===== src/verilog/sdc_pkg.sv =====
// Constants for the dither, pump and LO path configuration registers.
package sdc_pkg;
   localparam int WORD_W = 24;
   localparam int SEL_W = 3;
   // Three-bit select codes carried in the low bits of every word.
   localparam logic [2:0] SEL_DITHER = 3'h3;
   localparam logic [2:0] SEL_PUMP = 3'h4;
   localparam logic [2:0] SEL_LOPATH = 3'h5;
   // Reset images of the three registers.
   localparam logic [23:0] DITHER_RST = 24'h10000b;
   localparam logic [23:0] PUMP_RST = 24'h0aa7e4;
   localparam logic [23:0] LOPATH_RST = 24'h0000d5;
   // Dither register fields.
   localparam int DITH_SEED_LSB = 3;
   localparam int DITH_SEED_W = 17;
   localparam int DITH_ON_BIT = 20;
   localparam int DITH_SIZE_LO = 21;
   localparam int DITH_SIZE_HI = 22;
   // Dither magnitudes for size codes 00, 01, 10 and 11.
   localparam logic [3:0] DITH_MAG_0 = 4'hf;
   localparam logic [3:0] DITH_MAG_1 = 4'h7;
   localparam logic [3:0] DITH_MAG_2 = 4'h3;
   localparam logic [3:0] DITH_MAG_3 = 4'h1;
   // Pump, detector and reference path fields.
   localparam int MUX_SEL_LSB = 4;
   localparam int MUX_SEL_W = 3;
   localparam int PUMP_CUR_LSB = 10;
   localparam int PUMP_CUR_W = 2;
   localparam int PHASE_OFS_LSB = 12;
   localparam int PHASE_OFS_W = 5;
   localparam int PHASE_SIGN_BIT = 17;
   localparam int PUMP_RES_BIT = 18;
   localparam int REF_SCALE_LSB = 19;
   localparam int REF_SCALE_W = 2;
   // Reference scaling codes.
   localparam logic [1:0] REF_X2 = 2'h0;
   localparam logic [1:0] REF_X1 = 2'h1;
   localparam logic [1:0] REF_HALF = 2'h2;
   localparam logic [1:0] REF_QUARTER = 2'h3;
   // Status source that the reset value selects.
   localparam logic [2:0] MUX_LOCK_DETECT = 3'h6;
   localparam int MUX_SRC_N = 8;
   // LO path and modulator fields.
   localparam int LO_DRIVE_BIT = 3;
   localparam int LO_INPUT_BIT = 4;
   localparam int LO_DOUBLE_BIT = 5;
   localparam int MOD_BIAS_BIT = 6;
   localparam int MOD_OUT_BIT = 7;
endpackage


===== src/verilog/sdc_config_regs.sv =====
// Dither, charge pump and LO path configuration registers with field decode.
//
// Contract
// - Select code 011 writes dither register.
// - Size codes map to magnitudes 15,7,3,1.
// - Dither enable bit, reset on.
// - Seventeen-bit restart seed, reset one.
// - Select code 100 writes pump register.
// - Bits 11:10 current; bit 18 external resistor.
// - Bits 16:12 phase offset, reset ten.
// - Bit 17 sets phase offset sign.
// - Reference scaled by two, one, half, quarter.
// - Status pin selector, reset to lock detect.
// - Select code 101 writes LO path register.
// - Separate modulator bias and output enables; the code turns the output on only with the bias bit also set.
// - Input bit makes port 2x input; the code makes it an input only with the pin and drive bit low.
// - Otherwise drive gives 1x or 2x output.
`timescale 1ns/100ps
`default_nettype none
module sdc_config_regs (
   input wire logic sys_clk,
   input wire logic srst,
   input wire logic wordValid,
   input wire logic [sdc_pkg::WORD_W-1:0] wordData,
   input wire logic lo_port_select_pin,
   input wire logic [sdc_pkg::MUX_SRC_N-1:0] statusSources,
   output logic ditherOn,
   output logic [3:0] ditherMagnitude,
   output logic [sdc_pkg::DITH_SEED_W-1:0] ditherSeed,
   output logic [sdc_pkg::PUMP_CUR_W-1:0] pumpCurrentCode,
   output logic pumpUsesResistor,
   output logic [sdc_pkg::PHASE_OFS_W-1:0] phaseOffsetMult,
   output logic phaseOffsetNegative,
   output logic [sdc_pkg::REF_SCALE_W-1:0] refScaleCode,
   output logic refDoubleOn,
   output logic refDivideBy2On,
   output logic refDivideBy4On,
   output logic status_mux_pin,
   output logic modBiasOn,
   output logic modOutputOn,
   output logic loPortInputOn,
   output logic loPortOutputOn,
   output logic loPortOutputDouble,
   output logic foreignWord
);
   logic [sdc_pkg::WORD_W-1:0] ditherCtl_reg;
   logic [sdc_pkg::WORD_W-1:0] pumpCtl_reg;
   logic [sdc_pkg::WORD_W-1:0] loPathCtl_reg;
   logic [sdc_pkg::SEL_W-1:0] wordSel;
   logic hitDither;
   logic hitPump;
   logic hitLoPath;
   logic [1:0] ditherSize;
   logic [sdc_pkg::MUX_SEL_W-1:0] muxSel;

   // Decode the target from the low three bits of the word.
   assign wordSel = wordData[sdc_pkg::SEL_W-1:0];
   assign hitDither = wordValid && (wordSel == sdc_pkg::SEL_DITHER);
   assign hitPump = wordValid && (wordSel == sdc_pkg::SEL_PUMP);
   assign hitLoPath = wordValid && (wordSel == sdc_pkg::SEL_LOPATH);

   // Dither register; the whole word is stored so the select bits read back as 011.
   always_ff @(posedge sys_clk) begin
      if (srst) begin
         ditherCtl_reg <= sdc_pkg::DITHER_RST;
      end else if (hitDither) begin
         ditherCtl_reg <= wordData;
      end
   end

   // Pump, detector and reference path register.
   always_ff @(posedge sys_clk) begin
      if (srst) begin
         pumpCtl_reg <= sdc_pkg::PUMP_RST;
      end else if (hitPump) begin
         pumpCtl_reg <= wordData;
      end
   end

   // LO path and modulator register.
   always_ff @(posedge sys_clk) begin
      if (srst) begin
         loPathCtl_reg <= sdc_pkg::LOPATH_RST;
      end else if (hitLoPath) begin
         loPathCtl_reg <= wordData;
      end
   end

   // Codes owned by other register banks are flagged for one cycle and dropped here.
   always_ff @(posedge sys_clk) begin
      if (srst) begin
         foreignWord <= 1'b0;
      end else begin
         foreignWord <= wordValid & ~(hitDither | hitPump | hitLoPath);
      end
   end

   assign ditherSize = {ditherCtl_reg[sdc_pkg::DITH_SIZE_HI], ditherCtl_reg[sdc_pkg::DITH_SIZE_LO]};

   // Dither fields; magnitude is decoded here so the modulator sees plain numbers.
   always_ff @(posedge sys_clk) begin
      if (srst) begin
         ditherOn <= 1'b0;
         ditherMagnitude <= sdc_pkg::DITH_MAG_0;
         ditherSeed <= '0;
      end else begin
         ditherOn <= ditherCtl_reg[sdc_pkg::DITH_ON_BIT];
         ditherSeed <= ditherCtl_reg[sdc_pkg::DITH_SEED_LSB +: sdc_pkg::DITH_SEED_W];
         case (ditherSize)
            2'h0: ditherMagnitude <= sdc_pkg::DITH_MAG_0;
            2'h1: ditherMagnitude <= sdc_pkg::DITH_MAG_1;
            2'h2: ditherMagnitude <= sdc_pkg::DITH_MAG_2;
            default: ditherMagnitude <= sdc_pkg::DITH_MAG_3;
         endcase
      end
   end

   // Pump and phase detector fields.
   always_ff @(posedge sys_clk) begin
      if (srst) begin
         pumpCurrentCode <= '0;
         pumpUsesResistor <= 1'b0;
         phaseOffsetMult <= '0;
         phaseOffsetNegative <= 1'b0;
      end else begin
         pumpCurrentCode <= pumpCtl_reg[sdc_pkg::PUMP_CUR_LSB +: sdc_pkg::PUMP_CUR_W];
         pumpUsesResistor <= pumpCtl_reg[sdc_pkg::PUMP_RES_BIT];
         phaseOffsetMult <= pumpCtl_reg[sdc_pkg::PHASE_OFS_LSB +: sdc_pkg::PHASE_OFS_W];
         phaseOffsetNegative <= pumpCtl_reg[sdc_pkg::PHASE_SIGN_BIT];
      end
   end

   // Reference scaling; exactly one of the three path controls is set, none for 1x.
   always_ff @(posedge sys_clk) begin
      if (srst) begin
         refScaleCode <= sdc_pkg::REF_X1;
         refDoubleOn <= 1'b0;
         refDivideBy2On <= 1'b0;
         refDivideBy4On <= 1'b0;
      end else begin
         refScaleCode <= pumpCtl_reg[sdc_pkg::REF_SCALE_LSB +: sdc_pkg::REF_SCALE_W];
         refDoubleOn <= 1'b0;
         refDivideBy2On <= 1'b0;
         refDivideBy4On <= 1'b0;
         case (pumpCtl_reg[sdc_pkg::REF_SCALE_LSB +: sdc_pkg::REF_SCALE_W])
            sdc_pkg::REF_X2: refDoubleOn <= 1'b1;
            sdc_pkg::REF_HALF: refDivideBy2On <= 1'b1;
            sdc_pkg::REF_QUARTER: refDivideBy4On <= 1'b1;
            default: refDoubleOn <= 1'b0;
         endcase
      end
   end

   assign muxSel = pumpCtl_reg[sdc_pkg::MUX_SEL_LSB +: sdc_pkg::MUX_SEL_W];

   // Status pin selector.
   sdc_status_mux statusMux (
      .sys_clk(sys_clk),
      .srst(srst),
      .muxSel(muxSel),
      .statusSources(statusSources),
      .status_mux_pin(status_mux_pin)
   );

   // Modulator enables; output is gated by bias since an unbiased stage cannot drive.
   always_ff @(posedge sys_clk) begin
      if (srst) begin
         modBiasOn <= 1'b0;
         modOutputOn <= 1'b0;
      end else begin
         modBiasOn <= loPathCtl_reg[sdc_pkg::MOD_BIAS_BIT];
         modOutputOn <= loPathCtl_reg[sdc_pkg::MOD_OUT_BIT] & loPathCtl_reg[sdc_pkg::MOD_BIAS_BIT];
      end
   end

   // LO port direction and multiplier.
   sdc_lo_port_mode loPortMode (
      .sys_clk(sys_clk),
      .srst(srst),
      .lo_port_select_pin(lo_port_select_pin),
      .lo_port_drive(loPathCtl_reg[sdc_pkg::LO_DRIVE_BIT]),
      .lo_port_as_input(loPathCtl_reg[sdc_pkg::LO_INPUT_BIT]),
      .lo_double_choice(loPathCtl_reg[sdc_pkg::LO_DOUBLE_BIT]),
      .loPortInputOn(loPortInputOn),
      .loPortOutputOn(loPortOutputOn),
      .loPortOutputDouble(loPortOutputDouble)
   );
endmodule
`default_nettype wire


===== src/verilog/sdc_lo_port_mode.sv =====
// LO port mode decode from the select pin and the three LO path bits.
`timescale 1ns/100ps
`default_nettype none
module sdc_lo_port_mode (
   input wire logic sys_clk,
   input wire logic srst,
   input wire logic lo_port_select_pin,
   input wire logic lo_port_drive,
   input wire logic lo_port_as_input,
   input wire logic lo_double_choice,
   output logic loPortInputOn,
   output logic loPortOutputOn,
   output logic loPortOutputDouble
);
   logic driveWanted;

   // The pin or the drive bit asks for output; with the input bit also set, the port is neither input nor output.
   assign driveWanted = lo_port_select_pin | lo_port_drive;

   // Registered so the analog mode controls never glitch on a pin change.
   always_ff @(posedge sys_clk) begin
      if (srst) begin
         loPortInputOn <= 1'b1;
         loPortOutputOn <= 1'b0;
         loPortOutputDouble <= 1'b0;
      end else begin
         loPortInputOn <= lo_port_as_input & ~driveWanted;
         loPortOutputOn <= ~lo_port_as_input & driveWanted;
         loPortOutputDouble <= ~lo_port_as_input & driveWanted & lo_double_choice;
      end
   end
endmodule
`default_nettype wire


===== src/verilog/sdc_status_mux.sv =====
// Registered selector for the multiplexed status output pin.
`timescale 1ns/100ps
`default_nettype none
module sdc_status_mux (
   input wire logic sys_clk,
   input wire logic srst,
   input wire logic [sdc_pkg::MUX_SEL_W-1:0] muxSel,
   input wire logic [sdc_pkg::MUX_SRC_N-1:0] statusSources,
   output logic status_mux_pin
);
   // A flop on the pin keeps select changes from making runt pulses.
   always_ff @(posedge sys_clk) begin
      if (srst) begin
         status_mux_pin <= 1'b0;
      end else begin
         status_mux_pin <= statusSources[muxSel];
      end
   end
endmodule
`default_nettype wire


===== config.mk =====
export PLATFORM = sky130hd
export DESIGN_NAME = sdc_config_regs
export DESIGN_NICKNAME = d
export VERILOG_FILES = /design/src/verilog/sdc_pkg.sv /design/src/verilog/sdc_config_regs.sv /design/src/verilog/sdc_lo_port_mode.sv /design/src/verilog/sdc_status_mux.sv
export SDC_FILE = /design/constraint.sdc
export NUM_CORES = 1
export LEC_CHECK = 0
export ABC_AREA = 0
export BUFFER_PORTS_ARGS = -buffer_cell sky130_fd_sc_hd__buf_2
export CAP_MARGIN = 5
export CORE_ASPECT_RATIO = 0.6
export CORE_UTILIZATION = 40
export DETAILED_ROUTE_END_ITERATION = 12
export PLACE_DENSITY = 0.74
export SYNTH_ARGS = -nofsm -noshare
export SYNTH_HDL_FRONTEND = slang
export SYNTH_SLANG_ARGS = --single-unit

===== constraint.sdc =====
create_clock -name sys_clk -period 1.3 [get_ports sys_clk]
set_input_delay 0.195 -clock sys_clk [delete_from_list [all_inputs] [get_ports sys_clk]]
set_output_delay 0.195 -clock sys_clk [all_outputs]
set_load 0.01 [all_outputs]

# After elaboration in Yosys (flattened, before gate mapping)

Index checks and enable logic that the tools add are counted.

Memories: 0
Logic and storage cells: 51
Output and inout port bits: 43
Memory bits (writable): 0
Bits in latches: 0
Flip-flop bits (word level): 95
Input bits: 36
ROM bits: 0

Add/subtract/negate cells: 0
Multipliers: 0
Magnitude comparators: 1
Divide/modulo/power cells: 0
Equality and inequality tests: 7
Bitwise gates (word level): 11
Reductions and logical operators: 5
Muxes and demuxes: 6
Shift operators: 0

Operator list:

| operator           | count |
|---|---|
| $pmux 4 s3         | 1 |
| $eq 2x2->1 const B | 3 |
| $eq 3x3->1 const B | 2 |
| $and 1x1->1        | 5 |
| $logic_not 2->1    | 2 |
| $lt 3x4->1 const B | 1 |
| $mux 1             | 4 |
| $bmux 1 s3         | 1 |
| $eq 3x2->1 const B | 1 |
| $logic_and 1x1->1  | 3 |
| $not 1->1          | 3 |
| $or 1x1->1         | 3 |
| $eq 2x1->1 const B | 1 |

# Depth between registers and ports, before layout

Depth in word-level cells: 6
Depth in mapped cells: 5
Gate-level depth less buffers: 3

# By module

From an unflattened synthesis, not the netlist that was laid out.

Cell total of the unflattened synthesis: 251
Area, all modules: 2825.2 µm²

Modules (own cells, without submodules):

| module           | area each (µm²) | times used | sequential area each (µm²) | cells an instance |
|---|---|---|---|---|
| sdc_config_regs  | 2636.3          | 1          | 1541.5                     | 235 |
| sdc_lo_port_mode | 95.1            | 1          | 60.1                       | 7 |
| sdc_status_mux   | 93.8            | 1          | 20.0                       | 9 |

# Least setup slack after synthesis

OpenSTA, ideal clock, no wires.

Kind: input to register
Start point: input wordData[1] in the netlist's numbering
End point: register pumpCtl_reg[11] in the netlist's numbering
Buffers on the path: 2
Stages: 5
Setup time: 0.128 ns
Slack: 0.183 ns
Required time: 1.172 ns
Arrival: 0.990 ns
Cells stage by stage: and4bb_4 buf_6 buf_8 mux2i_1 nor2_1

Cells in the longest elaborated chain, start to end: 2

Ends and longest elaborated chain:

| what                 | RTL line              | text |
|---|---|---|
| from (decl)          | sdc_config_regs.sv:24 | `input wire logic [sdc_pkg::WORD_W-1:0] wordData,` |
| $eq 3x3->1           | sdc_config_regs.sv:59 | `assign hitPump = wordValid && (wordSel == sdc_pkg::SEL_PUMP);` |
| $logic_and 1x1->1    | sdc_config_regs.sv:59 |  |
| to (signal assigned) | sdc_config_regs.sv:74 | `pumpCtl_reg <= sdc_pkg::PUMP_RST;` |
| to (signal assigned) | sdc_config_regs.sv:76 | `pumpCtl_reg <= wordData;` |
| to (decl)            | sdc_config_regs.sv:47 | `logic [sdc_pkg::WORD_W-1:0] pumpCtl_reg;` |

Every way passes these cells.
A chain may end at the register's enable or synchronous reset.

# Final worst setup path

Start point: register pumpCtl_reg[5] in the netlist's numbering
End point: register statusMux.status_mux_pin

Cells in the longest elaborated chain, start to end: 2

Ends and longest elaborated chain:

| what                         | RTL line             | text |
|---|---|---|
| $bmux 1 s3                   | sdc_status_mux.sv:16 | `status_mux_pin <= statusSources[muxSel];` |
| $mux 1 (not written as such) | sdc_status_mux.sv:16 |  |
| to (signal assigned)         | sdc_status_mux.sv:16 |  |
| to (decl)                    | sdc_status_mux.sv:9  | `output logic status_mux_pin` |

Every way passes these cells. The select of a mux whose other input is x is not followed.

==> impl_metrics.toml <==
[grt]
grt_max_degree = 29
antenna_found_initial = 0
grt_use_total_pct = 15.4
grt_pass1_vias = 1825
grt_pass1_wl_um = 7990
grt-ovfl-total = 0

[final_layout]
final_area_mm2 = 0.00330
finish.utilization_pct = 53.1
multi_input_comb_area_um2 = 907
drive_gt1_share_pct = 30.7
final_cells = 426
final_net_count = 374
nFillCells = 586
largest_reg_flops = 20
n_antenna_cell = 0
seq_area_mm2 = 0.00162
area_growth_pct = 25.6

[route]
vias = 1948
wl_um = 4940
avgViaCountPerCell = 4.57
drc = 0
wl_per_cell_um = 11.6
dr.first_iter.drc_count = 24
first_pass_iters = 4
postRouteAntennaNets = 0

[pwr]
power.density_mw_per_mm2 = 1330
switchingPower_uw = 1020
power_switching_share_pct = 23.4
p_clk_share_pct = 34.7
ir_drop_mv = 0.658
leakagePower_uw = 0.00146
p_seq_share_pct = 58.6
combinationalPowerShare_pct = 6.7
p_int_uw = 3360

[clocking]
cts_hold_buffers = 0
clkTransAtPathRegs_ps = 80
clock_sinks = 81
cts_tree = "built"
root_buffer = "clkbuf_8"
clk-insertion-delay-late_ps = 340
cts-resized-gates = 0
post_cts_buffers = 0
numCtsBuffers = 9
cts-htree-levels = 3
cts_buffer_depth = 2

[hold_path]
whs_path_depth = 2
hold_path_class = "input pin to flop"

[synthesis]
syn_inst = 255
synth_area_mm2 = 0.00263
syn_nets = 291
synth.area.top_cells = "dfxtp_1 62%, nor2b_1 8.1%, nand2_1 5.9%"
netlist.area_leader.share_pct = 61.7
yosysWarnings = 0
avgSynthCellArea_um2 = 10.3
synth_top_area_cell = "dfxtp_1"
synth_cell_types = 29
yosys_register_bits = 81
synth_seq_area_share_pct = 61.7

[placed_design]
dp_cells = 411
place.gp.congestion = 0.722
io_buffers = 76
hpwlAfterDp_um = 3480
placed_cell_area_mm2 = 0.00314

[worst_setup_path]
path_max_fanout = 4
ff2ff_path_depth = 3
startpoint_type = "flop"
crit_path_end_kind = "flop"
cp_data_required_time_ps = 1520
critPathArrivalTime_ps = 1390
path_class = "flop to flop"

[floorplanning]
die_area_mm2 = 0.00691
coreArea_mm2 = 0.00622
initial_core_util_pct = 42.2
rows = 22
top_level_ports = 79
fp.dieW_um = 107
die_height_um = 64.8

[timing]
holdWs_ps = 74.0
setup_viol = 0
clock_skew_ps = 3.53
fin_crit_ps = 1160
hold_viol = 0
max_freq_mhz = 860
fin_crit_sh_pct = 89.5
setup_tns_ps = 0
drv_slew = 0
rsz0062_at_grt = "no"

[job]
max_cap_viol_count = 0

[run_status]
status = "finished, final reports clean"
## final cells by class
class | instances | area share [%]
clock buffer | 9 | 3.75
clock inverter | 6 | 1.10
inverter | 5 | 0.569
multi-input combinational | 154 | 27.5
sequential | 81 | 49.1
tap | 84 | 3.18
timing repair buffer | 87 | 14.8
## cells in the mapped netlist
| master | instances |
|---|---|
| a211o_1 | 10 |
| a21o_1 | 2 |
| a21oi_1 | 18 |
| a311oi_1 | 1 |
| and2_1 | 3 |
| and2b_1 | 1 |
| and4b_1 | 1 |
| and4bb_4 | 1 |
| buf_1 | 2 |
| buf_2 | 1 |
| buf_4 | 1 |
| buf_6 | 1 |
| buf_8 | 1 |
| clkbuf_1 | 9 |
| conb_1 | 1 |
| dfxtp_1 | 81 |
| inv_1 | 5 |
| mux2i_1 | 12 |
| mux4_2 | 1 |
| nand2_1 | 41 |
| nand2b_1 | 1 |
| nand3b_1 | 3 |
| nand4b_1 | 2 |
| nor2_1 | 18 |
| nor2b_1 | 34 |
| nor3_1 | 1 |
| nor3b_1 | 1 |
| o21bai_1 | 1 |
| or2_2 | 1 |
## power groups by stage
stage | sequential [uW] | clock, uW | combinational [uW]
4_1_cts | 2570 | 1580 | 298
3_3_place_gp | 2630 | 0 | 289
2_1_floorplan | 2640 | 0 | 137
3_5_place_dp | 2630 | 0 | 297
6_report | 2570 | 1520 | 292
5_1_grt | 2580 | 1690 | 322
## worst paths after layout
| kind | start | to | slack [ps] |
|---|---|---|---|
| worst max-delay path | pumpCtl_reg[5] | statusMux.status_mux_pin | 140 |
| worst max register to register | pumpCtl_reg[5] | statusMux.status_mux_pin | 140 |
| worst min register to register | ditherCtl_reg[22] | ditherMagnitude[2] | 430 |
| worst min-delay path | wordData[19] | pumpCtl_reg[19] | 70 |
## kinds of logic (layout without fill, tap and decap cells)
family / Yosys count / after routing / synth area share (%)
compound gates: 32 / 32 / 7.95
buf+inv: 20 / 107 / 3.76
flops: 81 / 81 / 61.7
mux: 13 / 13 / 5.43
other cells: 1 / 1 / 0.143
simple gates: 108 / 108 / 21.0
## stage by stage
stage / total power (uW) / setup slack, ps
2_1_floorplan: 2780 / 183
3_3_place_gp: 2910 / 67.3
3_5_place_dp: 2920 / 43.3
4_1_cts: 4450 / 126
5_1_grt: 4590 / 47.3
6_report: 4380 / 137
## layer usage
metal / part of all wire (%) / track usage [%]
met5: 0 / 0
met4: 1.4 / 6.68
met3: 5.9 / 6.34
met2: 47 / 26.4
met1: 46 / 17.0
## worst max-delay path, stage by stage, from the launching register on
cell and delay [ps]:
dfxtp_1 390, mux4_2 510, nor2_1 100, a311oi_1 40
## cell usage in the layout, fill, tap and decap left out, types with 2 or more instances in the layout
cell,count
dfxtp_1,81
buf_2,76
nand2_1,41
nor2b_1,34
a21oi_1,18
nor2_1,18
mux2i_1,12
a211o_1,10
clkbuf_8,9
buf_4,9
inv_1,5
clkinv_2,4
nand3b_1,3
and2_1,3
nand4b_1,2
a21o_1,2
buf_12,2
Note: power is estimated with default switching activity, not from simulation.
